File: config.mk
export PLATFORM = sky130hd
export DESIGN_NAME = pci_termination
export DESIGN_NICKNAME = d
export VERILOG_FILES = /design/src/common/pci_term_pkg.sv /design/src/common/term_if.sv /design/src/hw/master_term.sv /design/src/hw/target_term.sv /design/src/hw/pci_termination.sv
export SDC_FILE = /design/constraint.sdc
export NUM_CORES = 1
export LEC_CHECK = 0
export BUFFER_PORTS_ARGS = -buffer_cell sky130_fd_sc_hd__buf_2
export CORE_AREA = 10 10 112 74
export CTS_CLUSTER_DIAMETER = 200
export CTS_CLUSTER_SIZE = 28
export DETAILED_ROUTE_END_ITERATION = 8
export DIE_AREA = 0 0 122 84
export PLACE_DENSITY = 0.76
export SLEW_MARGIN = 5
export SYNTH_ARGS = -nofsm -noshare
export SYNTH_HDL_FRONTEND = slang
export SYNTH_SLANG_ARGS = --single-unit
File: constraint.sdc
create_clock -name clk_sys -period 1.3 [get_ports clk_sys]
set_input_delay 0.195 -clock clk_sys [delete_from_list [all_inputs] [get_ports clk_sys]]
set_output_delay 0.195 -clock clk_sys [all_outputs]
set_load 0.005 [all_outputs]
File: src/common/pci_term_pkg.sv
`default_nettype none
package pci_term_pkg;

  // Clocks a target is given to claim after FRAME# is driven
  localparam int          DEVSEL_WAIT_CLK = 5;

  // Synchroniser bit positions and idle value of the sampled pins
  localparam int          SY_DEVSEL = 4;
  localparam int          SY_STOP   = 3;
  localparam int          SY_GNT    = 2;
  localparam int          SY_FRAME  = 1;
  localparam int          SY_IRDY   = 0;
  localparam logic [4:0]  SYNC_RST  = 5'h1f;

  // Status flag positions, shared by both status registers
  localparam int          ST_MA     = 0;
  localparam int          ST_TAR    = 1;
  localparam int          ST_TAS    = 2;
  localparam int          ST_SES    = 3;
  localparam logic [3:0]  STATUS_RST = 4'h0;

  localparam logic [63:0] ALL_ONES  = 64'hffff_ffff_ffff_ffff;
  localparam logic [63:0] DATA_RST  = 64'h0000_0000_0000_0000;

  typedef enum logic [2:0] {
    T_NONE       = 3'h0,
    T_NORMAL     = 3'h1,
    T_RETRY      = 3'h2,
    T_DISC_WITH  = 3'h3,
    T_DISC_AFTER = 3'h4,
    T_TABORT     = 3'h5,
    T_MABORT     = 3'h6
  } tkind_t;

  typedef enum logic [1:0] {
    R_OK     = 2'h0,
    R_MABORT = 2'h1,
    R_TABORT = 2'h2
  } mres_t;

  typedef enum logic [1:0] {
    MS_IDLE = 2'b00,
    MS_ADDR = 2'b01,
    MS_DATA = 2'b11,
    MS_HOLD = 2'b10
  } mst_state_t;

  typedef enum logic {
    TS_IDLE = 1'b0,
    TS_STOP = 1'b1
  } tgt_state_t;

  typedef enum logic {
    ST_IDLE = 1'b0,
    ST_FWD  = 1'b1
  } top_state_t;

  // Sticky flag update; a set in the clearing cycle wins
  function automatic logic [3:0] status_upd(input logic [3:0] q,
                                            input logic [3:0] set,
                                            input logic [3:0] clr);
    status_upd = (q & ~clr) | set;
  endfunction

endpackage
`default_nettype wire

File: src/common/term_if.sv
`timescale 1ns/100ps
`default_nettype none
interface term_if;
  import pci_term_pkg::*;
  logic   mst_start;
  logic   mst_mwi;
  logic   mst_special;
  logic   tb_devsel_n;
  logic   tb_stop_n;
  logic   init_done;
  logic   gnt_lost;
  logic   lat_expired;
  logic   cl_done;
  logic   mst_done;
  mres_t  mst_res;
  logic   mst_frame_drop;
  logic   mst_hold;
  tkind_t tgt_kind;
  logic   init_frame_n;
  logic   tgt_stop_n;
  logic   tgt_devsel_n;
  logic   tgt_trdy_n;
  logic   tgt_oe;

  modport ctl (output mst_start, mst_mwi, mst_special, tb_devsel_n,
               tb_stop_n, init_done, gnt_lost, lat_expired, cl_done,
               tgt_kind, init_frame_n,
               input  mst_done, mst_res, mst_frame_drop, mst_hold,
               tgt_stop_n, tgt_devsel_n, tgt_trdy_n, tgt_oe);
  modport mst (input  mst_start, mst_mwi, mst_special, tb_devsel_n,
               tb_stop_n, init_done, gnt_lost, lat_expired, cl_done,
               output mst_done, mst_res, mst_frame_drop, mst_hold);
  modport tgt (input  tgt_kind, init_frame_n,
               output tgt_stop_n, tgt_devsel_n, tgt_trdy_n, tgt_oe);
endinterface
`default_nettype wire

File: src/hw/master_term.sv
`timescale 1ns/100ps
`default_nettype none
module master_term (
  // Clock and reset
  input  wire logic clk_sys,
  input  wire logic rstn,
  // Link to the termination controller
  term_if.mst       ifc
);
  import pci_term_pkg::*;

  localparam logic [2:0] DEV_MAX = 3'(DEVSEL_WAIT_CLK);

  typedef struct packed {
    mst_state_t st;
    logic [2:0] cnt;
    logic       mwi;
    logic       special;
    logic       done;
    mres_t      res;
    logic       drop;
  } mst_regs_t;

  mst_regs_t q, d;

  always_comb
  begin
    d = q;
    d.done = 1'b0;
    d.drop = 1'b0;
    case (q.st)
      MS_IDLE:
        if (ifc.mst_start)
        begin
          d.st = MS_ADDR;
          d.cnt = 3'h0;
          d.mwi = ifc.mst_mwi;
          d.special = ifc.mst_special;
        end
      MS_ADDR:
        if (!ifc.tb_devsel_n)
          d.st = MS_DATA;
        else if (q.cnt == DEV_MAX)
        begin
          // Nobody claims a special cycle; that is its normal end
          d.st = MS_IDLE;
          d.done = 1'b1;
          d.res = q.special ? R_OK : R_MABORT;
        end
        else
          d.cnt = q.cnt + 3'h1;
      MS_DATA, MS_HOLD:
        if (!ifc.tb_stop_n)
        begin
          d.st = MS_IDLE;
          d.done = 1'b1;
          d.res = ifc.tb_devsel_n ? R_TABORT : R_OK;
        end
        else if (ifc.init_done || (q.st == MS_HOLD && ifc.cl_done))
        begin
          d.st = MS_IDLE;
          d.done = 1'b1;
          d.drop = 1'b1;
          d.res = R_OK;
        end
        else if (q.st == MS_DATA && ifc.gnt_lost && ifc.lat_expired)
        begin
          if (q.mwi)
            d.st = MS_HOLD;
          else
          begin
            d.st = MS_IDLE;
            d.done = 1'b1;
            d.drop = 1'b1;
            d.res = R_OK;
          end
        end
      default: d.st = MS_IDLE;
    endcase
  end

  always_ff @(posedge clk_sys)
  begin
    if (!rstn)
      q <= '{st: MS_IDLE, cnt: 3'h0, mwi: 1'b0, special: 1'b0,
             done: 1'b0, res: R_OK, drop: 1'b0};
    else
      q <= d;
  end

  assign ifc.mst_done       = q.done;
  assign ifc.mst_res        = q.res;
  assign ifc.mst_frame_drop = q.drop;
  assign ifc.mst_hold       = (q.st == MS_HOLD);
endmodule
`default_nettype wire

File: src/hw/target_term.sv
`timescale 1ns/100ps
`default_nettype none
module target_term (
  // Clock and reset
  input  wire logic clk_sys,
  input  wire logic rstn,
  // Link to the termination controller
  term_if.tgt       ifc
);
  import pci_term_pkg::*;

  typedef struct packed {
    tgt_state_t st;
    logic       stop_n;
    logic       devsel_n;
    logic       trdy_n;
    logic       oe;
  } tgt_regs_t;

  tgt_regs_t q, d;

  always_comb
  begin
    d = q;
    case (q.st)
      TS_IDLE:
      begin
        d = '{st: TS_IDLE, stop_n: 1'b1, devsel_n: 1'b1, trdy_n: 1'b1,
              oe: 1'b0};
        case (ifc.tgt_kind)
          T_NORMAL:
            d = '{st: TS_IDLE, stop_n: 1'b1, devsel_n: 1'b0, trdy_n: 1'b0,
                  oe: 1'b1};
          T_RETRY, T_DISC_AFTER:
            d = '{st: TS_STOP, stop_n: 1'b0, devsel_n: 1'b0, trdy_n: 1'b1,
                  oe: 1'b1};
          T_DISC_WITH:
            d = '{st: TS_STOP, stop_n: 1'b0, devsel_n: 1'b0, trdy_n: 1'b0,
                  oe: 1'b1};
          T_TABORT:
            d = '{st: TS_STOP, stop_n: 1'b0, devsel_n: 1'b1, trdy_n: 1'b1,
                  oe: 1'b1};
          default: ;
        endcase
      end
      TS_STOP:
      begin
        // Only one data word goes with a disconnect
        d.trdy_n = 1'b1;
        if (ifc.init_frame_n)
          d = '{st: TS_IDLE, stop_n: 1'b1, devsel_n: 1'b1, trdy_n: 1'b1,
                oe: 1'b0};
      end
      default: d.st = TS_IDLE;
    endcase
  end

  always_ff @(posedge clk_sys)
  begin
    if (!rstn)
      q <= '{st: TS_IDLE, stop_n: 1'b1, devsel_n: 1'b1, trdy_n: 1'b1,
             oe: 1'b0};
    else
      q <= d;
  end

  assign ifc.tgt_stop_n   = q.stop_n;
  assign ifc.tgt_devsel_n = q.devsel_n;
  assign ifc.tgt_trdy_n   = q.trdy_n;
  assign ifc.tgt_oe       = q.oe;
endmodule
`default_nettype wire

File: src/hw/pci_termination.sv
`timescale 1ns/100ps
`default_nettype none
module pci_termination (
  // Clock and reset
  input  wire logic                clk_sys,
  input  wire logic                rstn,
  // Configuration
  input  wire logic                abort_reporting_select,
  input  wire logic                serr_enable,
  input  wire logic                init_bus64,
  // Status, write one to clear
  input  wire logic [3:0]          primary_status_clear,
  input  wire logic [3:0]          secondary_status_clear,
  output logic      [3:0]          primary_status_reg,
  output logic      [3:0]          secondary_status_reg,
  // Forwarding request toward the target bus
  input  wire logic                mst_req,
  input  wire logic                mst_side,
  input  wire logic                mst_read,
  input  wire logic                mst_posted,
  input  wire logic                mst_mwi,
  input  wire logic                mst_special,
  input  wire logic                mst_locked,
  output logic                     mst_busy,
  input  wire logic                lat_expired,
  input  wire logic                cacheline_done,
  // Target bus pins
  input  wire logic                tb_devsel_n,
  input  wire logic                tb_stop_n,
  input  wire logic                tb_gnt_n,
  output logic                     tb_frame_drop,
  output logic                     tb_hold_bus,
  // Initiating bus pins
  input  wire logic                init_frame_n,
  input  wire logic                init_irdy_n,
  output logic                     it_stop_n,
  output logic                     it_devsel_n,
  output logic                     it_trdy_n,
  output logic                     it_oe,
  // Local target termination causes
  input  wire logic                tgt_req,
  input  wire logic                tgt_no_resource,
  input  wire logic                tgt_delayed_accepted,
  input  wire logic                tgt_no_match,
  input  wire logic                tgt_lock_foreign,
  input  wire logic                tgt_buffer_full,
  input  wire logic                tgt_data_now,
  input  wire logic                init_in_progress,
  input  wire logic                init_disconnected,
  // Abort answers toward the initiator
  output logic      [63:0]         read_data,
  output logic                     read_ones_valid,
  output logic                     drop_write_data,
  // System error, open drain
  output logic                     primary_system_error_n,
  output logic                     primary_system_error_oe,
  // Lock handling
  input  wire logic                lock_release,
  input  wire logic                queues_empty,
  output logic                     sec_lock_n,
  output logic                     sec_lock_oe,
  output logic                     force_unlock,
  output logic                     fwd_as_unlocked
);
  import pci_term_pkg::*;

  typedef struct packed {
    logic [4:0]  sync1;
    logic [4:0]  sync2;
    top_state_t  st;
    logic        tside;
    logic        posted;
    logic        is_read;
    tkind_t      ans;
    logic [3:0]  pstat;
    logic [3:0]  sstat;
    logic        serr;
    logic        lock_hold;
    logic        fwd_unl;
    logic        unlock;
    logic        ones_valid;
    logic        drop_data;
    logic [63:0] rdata;
  } top_regs_t;

  top_regs_t  q, d;
  logic [3:0] pset;
  logic [3:0] sset;
  logic       abort_sec;

  term_if ifc ();

  master_term u_mst (
    .clk_sys (clk_sys),
    .rstn    (rstn),
    .ifc     (ifc.mst)
  );

  target_term u_tgt (
    .clk_sys (clk_sys),
    .rstn    (rstn),
    .ifc     (ifc.tgt)
  );

  // Pins reach the logic only through the second stage
  assign ifc.mst_start    = (q.st == ST_IDLE) && mst_req;
  assign ifc.mst_mwi      = mst_mwi;
  assign ifc.mst_special  = mst_special;
  assign ifc.tb_devsel_n  = q.sync2[SY_DEVSEL];
  assign ifc.tb_stop_n    = q.sync2[SY_STOP];
  assign ifc.gnt_lost     = q.sync2[SY_GNT];
  assign ifc.init_done    = q.sync2[SY_FRAME] && q.sync2[SY_IRDY];
  assign ifc.init_frame_n = q.sync2[SY_FRAME];
  assign ifc.lat_expired  = lat_expired;
  assign ifc.cl_done      = cacheline_done;
  assign ifc.tgt_kind     = q.ans;

  always_comb
  begin
    d = q;
    pset = 4'h0;
    sset = 4'h0;
    abort_sec = 1'b0;
    d.sync1 = {tb_devsel_n, tb_stop_n, tb_gnt_n, init_frame_n, init_irdy_n};
    d.sync2 = q.sync1;
    d.ans = T_NONE;
    d.serr = 1'b0;
    d.unlock = 1'b0;
    d.ones_valid = 1'b0;
    d.drop_data = 1'b0;
    case (q.st)
      ST_IDLE:
        if (mst_req)
        begin
          d.st = ST_FWD;
          d.tside = mst_side;
          d.posted = mst_posted;
          d.is_read = mst_read;
          // Lost lock: queued locked requests go out unlocked
          if (mst_side && mst_locked && !q.fwd_unl)
            d.lock_hold = 1'b1;
        end
      ST_FWD:
        if (ifc.mst_done)
        begin
          d.st = ST_IDLE;
          case (ifc.mst_res)
            R_MABORT:
            begin
              if (q.tside)
                sset[ST_MA] = 1'b1;
              else
                pset[ST_MA] = 1'b1;
              if (!abort_reporting_select)
              begin
                d.ans = T_NORMAL;
                if (q.is_read)
                begin
                  d.ones_valid = 1'b1;
                  d.rdata = init_bus64 ? ALL_ONES
                                       : {32'h0000_0000, ALL_ONES[31:0]};
                end
                else
                  d.drop_data = 1'b1;
              end
              else if (!q.posted)
                d.ans = T_MABORT;
              else
              begin
                d.serr = serr_enable;
                pset[ST_SES] = 1'b1;
                d.ans = tgt_data_now ? T_DISC_WITH : T_DISC_AFTER;
              end
              abort_sec = q.tside;
            end
            R_TABORT:
            begin
              if (q.tside)
                sset[ST_TAR] = 1'b1;
              else
                pset[ST_TAR] = 1'b1;
              // Reflect only while the initiator is still connected
              if ((!q.posted && !init_disconnected) ||
                  (q.posted && init_in_progress))
              begin
                d.ans = T_TABORT;
                if (q.tside)
                  pset[ST_TAS] = 1'b1;
                else
                  sset[ST_TAS] = 1'b1;
              end
              else if (q.posted)
                d.serr = serr_enable;
              abort_sec = q.tside;
            end
            default: ;
          endcase
        end
      default: d.st = ST_IDLE;
    endcase

    // Abort answers take the initiating side before local causes
    if (d.ans == T_NONE && tgt_req)
    begin
      if (tgt_no_resource || tgt_delayed_accepted ||
          tgt_no_match || tgt_lock_foreign)
        d.ans = T_RETRY;
      else if (tgt_buffer_full)
        d.ans = tgt_data_now ? T_DISC_WITH : T_DISC_AFTER;
    end

    if (lock_release)
      d.lock_hold = 1'b0;
    if (abort_sec)
    begin
      d.lock_hold = 1'b0;
      d.unlock = 1'b1;
    end
    // Set wins over the drain of the queues
    d.fwd_unl = abort_sec || (q.fwd_unl && !queues_empty);

    // Only primary status carries the system error flag
    sset[ST_SES] = 1'b0;
    d.pstat = status_upd(q.pstat, pset, primary_status_clear);
    d.sstat = status_upd(q.sstat, sset, secondary_status_clear);
  end

  always_ff @(posedge clk_sys)
  begin
    if (!rstn)
      q <= '{sync1: SYNC_RST, sync2: SYNC_RST, st: ST_IDLE, tside: 1'b0,
             posted: 1'b0, is_read: 1'b0, ans: T_NONE, pstat: STATUS_RST,
             sstat: STATUS_RST, serr: 1'b0, lock_hold: 1'b0,
             fwd_unl: 1'b0, unlock: 1'b0, ones_valid: 1'b0,
             drop_data: 1'b0, rdata: DATA_RST};
    else
      q <= d;
  end

  assign primary_status_reg      = q.pstat;
  assign secondary_status_reg    = q.sstat;
  assign mst_busy                = (q.st == ST_FWD);
  assign tb_frame_drop           = ifc.mst_frame_drop;
  assign tb_hold_bus             = ifc.mst_hold;
  assign it_stop_n               = ifc.tgt_stop_n;
  assign it_devsel_n             = ifc.tgt_devsel_n;
  assign it_trdy_n               = ifc.tgt_trdy_n;
  assign it_oe                   = ifc.tgt_oe;
  assign read_data               = q.rdata;
  assign read_ones_valid         = q.ones_valid;
  assign drop_write_data         = q.drop_data;
  assign primary_system_error_n  = 1'b0;
  assign primary_system_error_oe = q.serr;
  assign sec_lock_n              = 1'b0;
  assign sec_lock_oe             = q.lock_hold;
  assign force_unlock            = q.unlock;
  assign fwd_as_unlocked         = q.fwd_unl;
endmodule
`default_nettype wire

==> metrics.cfg <==
[cts]
ctsRootBufferMaster=clkbuf_8
clkLatencyLatePin_ns=0.30
cts_tree=done
clk_path_buf_depth=2
ctsHoldBuffers=0
cts_buffers=5
clkTransAtPathRegs_ns=0.09
htree_levels=2
cts.sinks=49

[floorplanning]
initial_utilization=0.404
rows=23
die_h_um=84
ios=125
core_area_um2=6360
die_x_um=122
die_area_um2=10200

[critical_path]
end_kind=flip-flop
criticalPathCategory=reg -> reg
worstSetupStartpointType=flip-flop
required_ns=1.54
critPathArrivalTime_ns=1.58
cp_max_fo=6

[synth]
synth_edf_count=0
synth_top_family_by_area=buffers and inverters
netlist_area_um2=2570
synth_mux_area_frac=0.0249
synth-xor-area-share=0.00341
synth.most_common_cell=buf_4
ys_types=47
yosys.area.top_type_share=0.382
yosysTopAreaCell=dfxtp_1
synthCells=288
synthSimpleGateAreaFrac=0.202
synth_common_cells=74 x buf_4, 49 x dfxtp_1, 18 x nor2_1
synth-seq-cells=49
yosysWarnings=0
synth_compound_area_frac=0.115
synth-seq-area-share=0.382
synthAdderAreaFrac=0.0195
ys_top_cells_by_area=dfxtp_1 38%, buf_4 22%, nand2b_1 4.1%, a21oi_1 3.3%, nor2_1 2.6%
async_reset_ff_frac=0
synth_ff_type=dfxtp_1
synth_area_per_cell_um2=8.91

[placement]
io_buffers=122
post-dp-hpwl_mm=5.40
gp_congestion=0.838
place_area_um2=2860

[final_layout]
final_core_util=0.503
final_nets=409
n_antenna_cell=0
design_area_um2=3200
fill_cells=593
drive_gt1_frac=0.535
largest_reg_flops=7
regMostFlops=u_mst.q
area_growth_pct=24.6

[power_and_ir_drop]
p_sw_w=0.000740
p_seq_frac=0.523
p_per_area_nw_per_um2=954
internal-power_w=0.00231
p_leak_nw=1.56
p_sw_frac=0.242
ir_worst_vdd_v=0.000546
combPwrFrac=0.117
clock_power_share=0.360

[flow_run]
cap_violations=0

[status]
status=finished with violations
violations=negative setup slack

[sta]
holdWs_ns=0.0508
layout_setup_ws_ns=-0.0383
fin_skew_ns=0.0106
min_period_over_period=1.03
drv_slew=0
final_hold_viol_count=0
rsz0062_at_grt=yes
max_freq_mhz=747
setup_viol=4
period_needed_ns=1.34

[drt]
wl_per_cell_um=15.2
first_pass_iters=4
antenna_left=0
viasPerCell=4.68
first_iter_violations=107
drc=0
num_vias=2128
wl_mm=6.92

[global_route]
globalRouteOverflowTotal=0
grt_pass1_wl_mm=10.1
track_usage=0.119
grt_pass1_vias=1980
grt_max_degree=33
antenna_found_initial=1

[min_path]
min_path_type=in -> reg

per-stage QoR:
| step | setup slack, ns | total power (W) | std cells | TNS, ns |
|---|---|---|---|---|
| floorplan | -0.0136 | 0.00179 | 289 | -0.0136 |
| global placement | -0.0531 | 0.00191 | 438 | -0.0532 |
| detailed placement | -0.131 | 0.00193 | 438 | -0.495 |
| CTS | -0.0604 | 0.00305 | 448 | -0.220 |
| global route | -0.0853 | 0.00319 | 455 | -0.536 |
| finish | -0.0383 | 0.00305 | 455 | -0.108 |
cell type report:
| type | count | area, um^2 | area share |
|---|---|---|---|
| sequential | 49 | 998 | 0.312 |
| inverter | 12 | 45.0 | 0.0141 |
| clock buffer | 5 | 68.8 | 0.0215 |
| timing repair buffer | 153 | 851 | 0.266 |
| tap | 87 | 109 | 0.0340 |
| clock inverter | 3 | 43.8 | 0.0137 |
| multi-input combinational | 146 | 1080 | 0.339 |
kinds of logic after synthesis:
family	Yosys count
buf+inv	94
simple gates	87
flops	49
compound gates	46
mux	6
fa+ha+maj	4
other cells	1
xor+xnor	1
power groups by stage:
stage               registers (W)  logic (W)  clock network, W
floorplan                 0.00161   0.000175                 0
global placement          0.00162   0.000288                 0
detailed placement        0.00163   0.000300                 0
CTS                       0.00160   0.000317           0.00113
global route              0.00160   0.000394           0.00119
finish                    0.00160   0.000358           0.00110
per-layer routing:
layer,vias up,track usage,routed length (um)
met3,5,0.0554,827
met5,-,0,13
met1,982,0.136,2780
met4,2,0.0129,28
li1,1052,-,-
met2,87,0.202,3270
final timing paths:
| kind | to | depth (start not counted) | start | slack, ns |
|---|---|---|---|---|
| setup / recovery | u_mst.q[8] | 6 | u_mst.q[7] | -0.04 |
| hold / removal | secondary_status_reg[3] | 2 | secondary_status_clear[3] | 0.05 |
| setup reg to reg | u_mst.q[8] | 6 | u_mst.q[7] | -0.04 |
| hold reg to reg | ifc.tb_stop_n | 1 | d[88] | 0.42 |
critical path: stages, from the launching register on:
cell      delay (ns)
dfxtp_2         0.34
inv_2           0.04
ha_4            0.16
a21boi_4        0.15
mux2i_4         0.10
or3_1           0.35
a21oi_2         0.13
cell usage in the layout (no fill, tap or decap), types with 4 or more instances in the layout:
cell type | netlist | final
a21oi_1 | 17 | 14
a21oi_2 | 1 | 4
buf_2 | 1 | 122
buf_4 | 74 | 29
clkbuf_8 | 0 | 5
dfxtp_1 | 49 | 41
dfxtp_2 | 0 | 5
inv_1 | 10 | 8
inv_2 | 2 | 4
mux2i_1 | 5 | 5
nand2_1 | 13 | 13
nand2b_1 | 17 | 17
nand3_1 | 5 | 4
nand3b_1 | 5 | 5
nand4_1 | 4 | 4
nor2_1 | 18 | 18
o21ai_0 | 7 | 7
o21ai_1 | 4 | 4
repair_timing:
action                                  in CTS  in global routing
endpoints found under the hold margin        0                  0
endpoints found under the setup margin      13                 79
pin swaps                                    5                 10
setup buffers                                2                  7
gates resized for setup                     11                 26
Power figures use the tool's default switching activity.
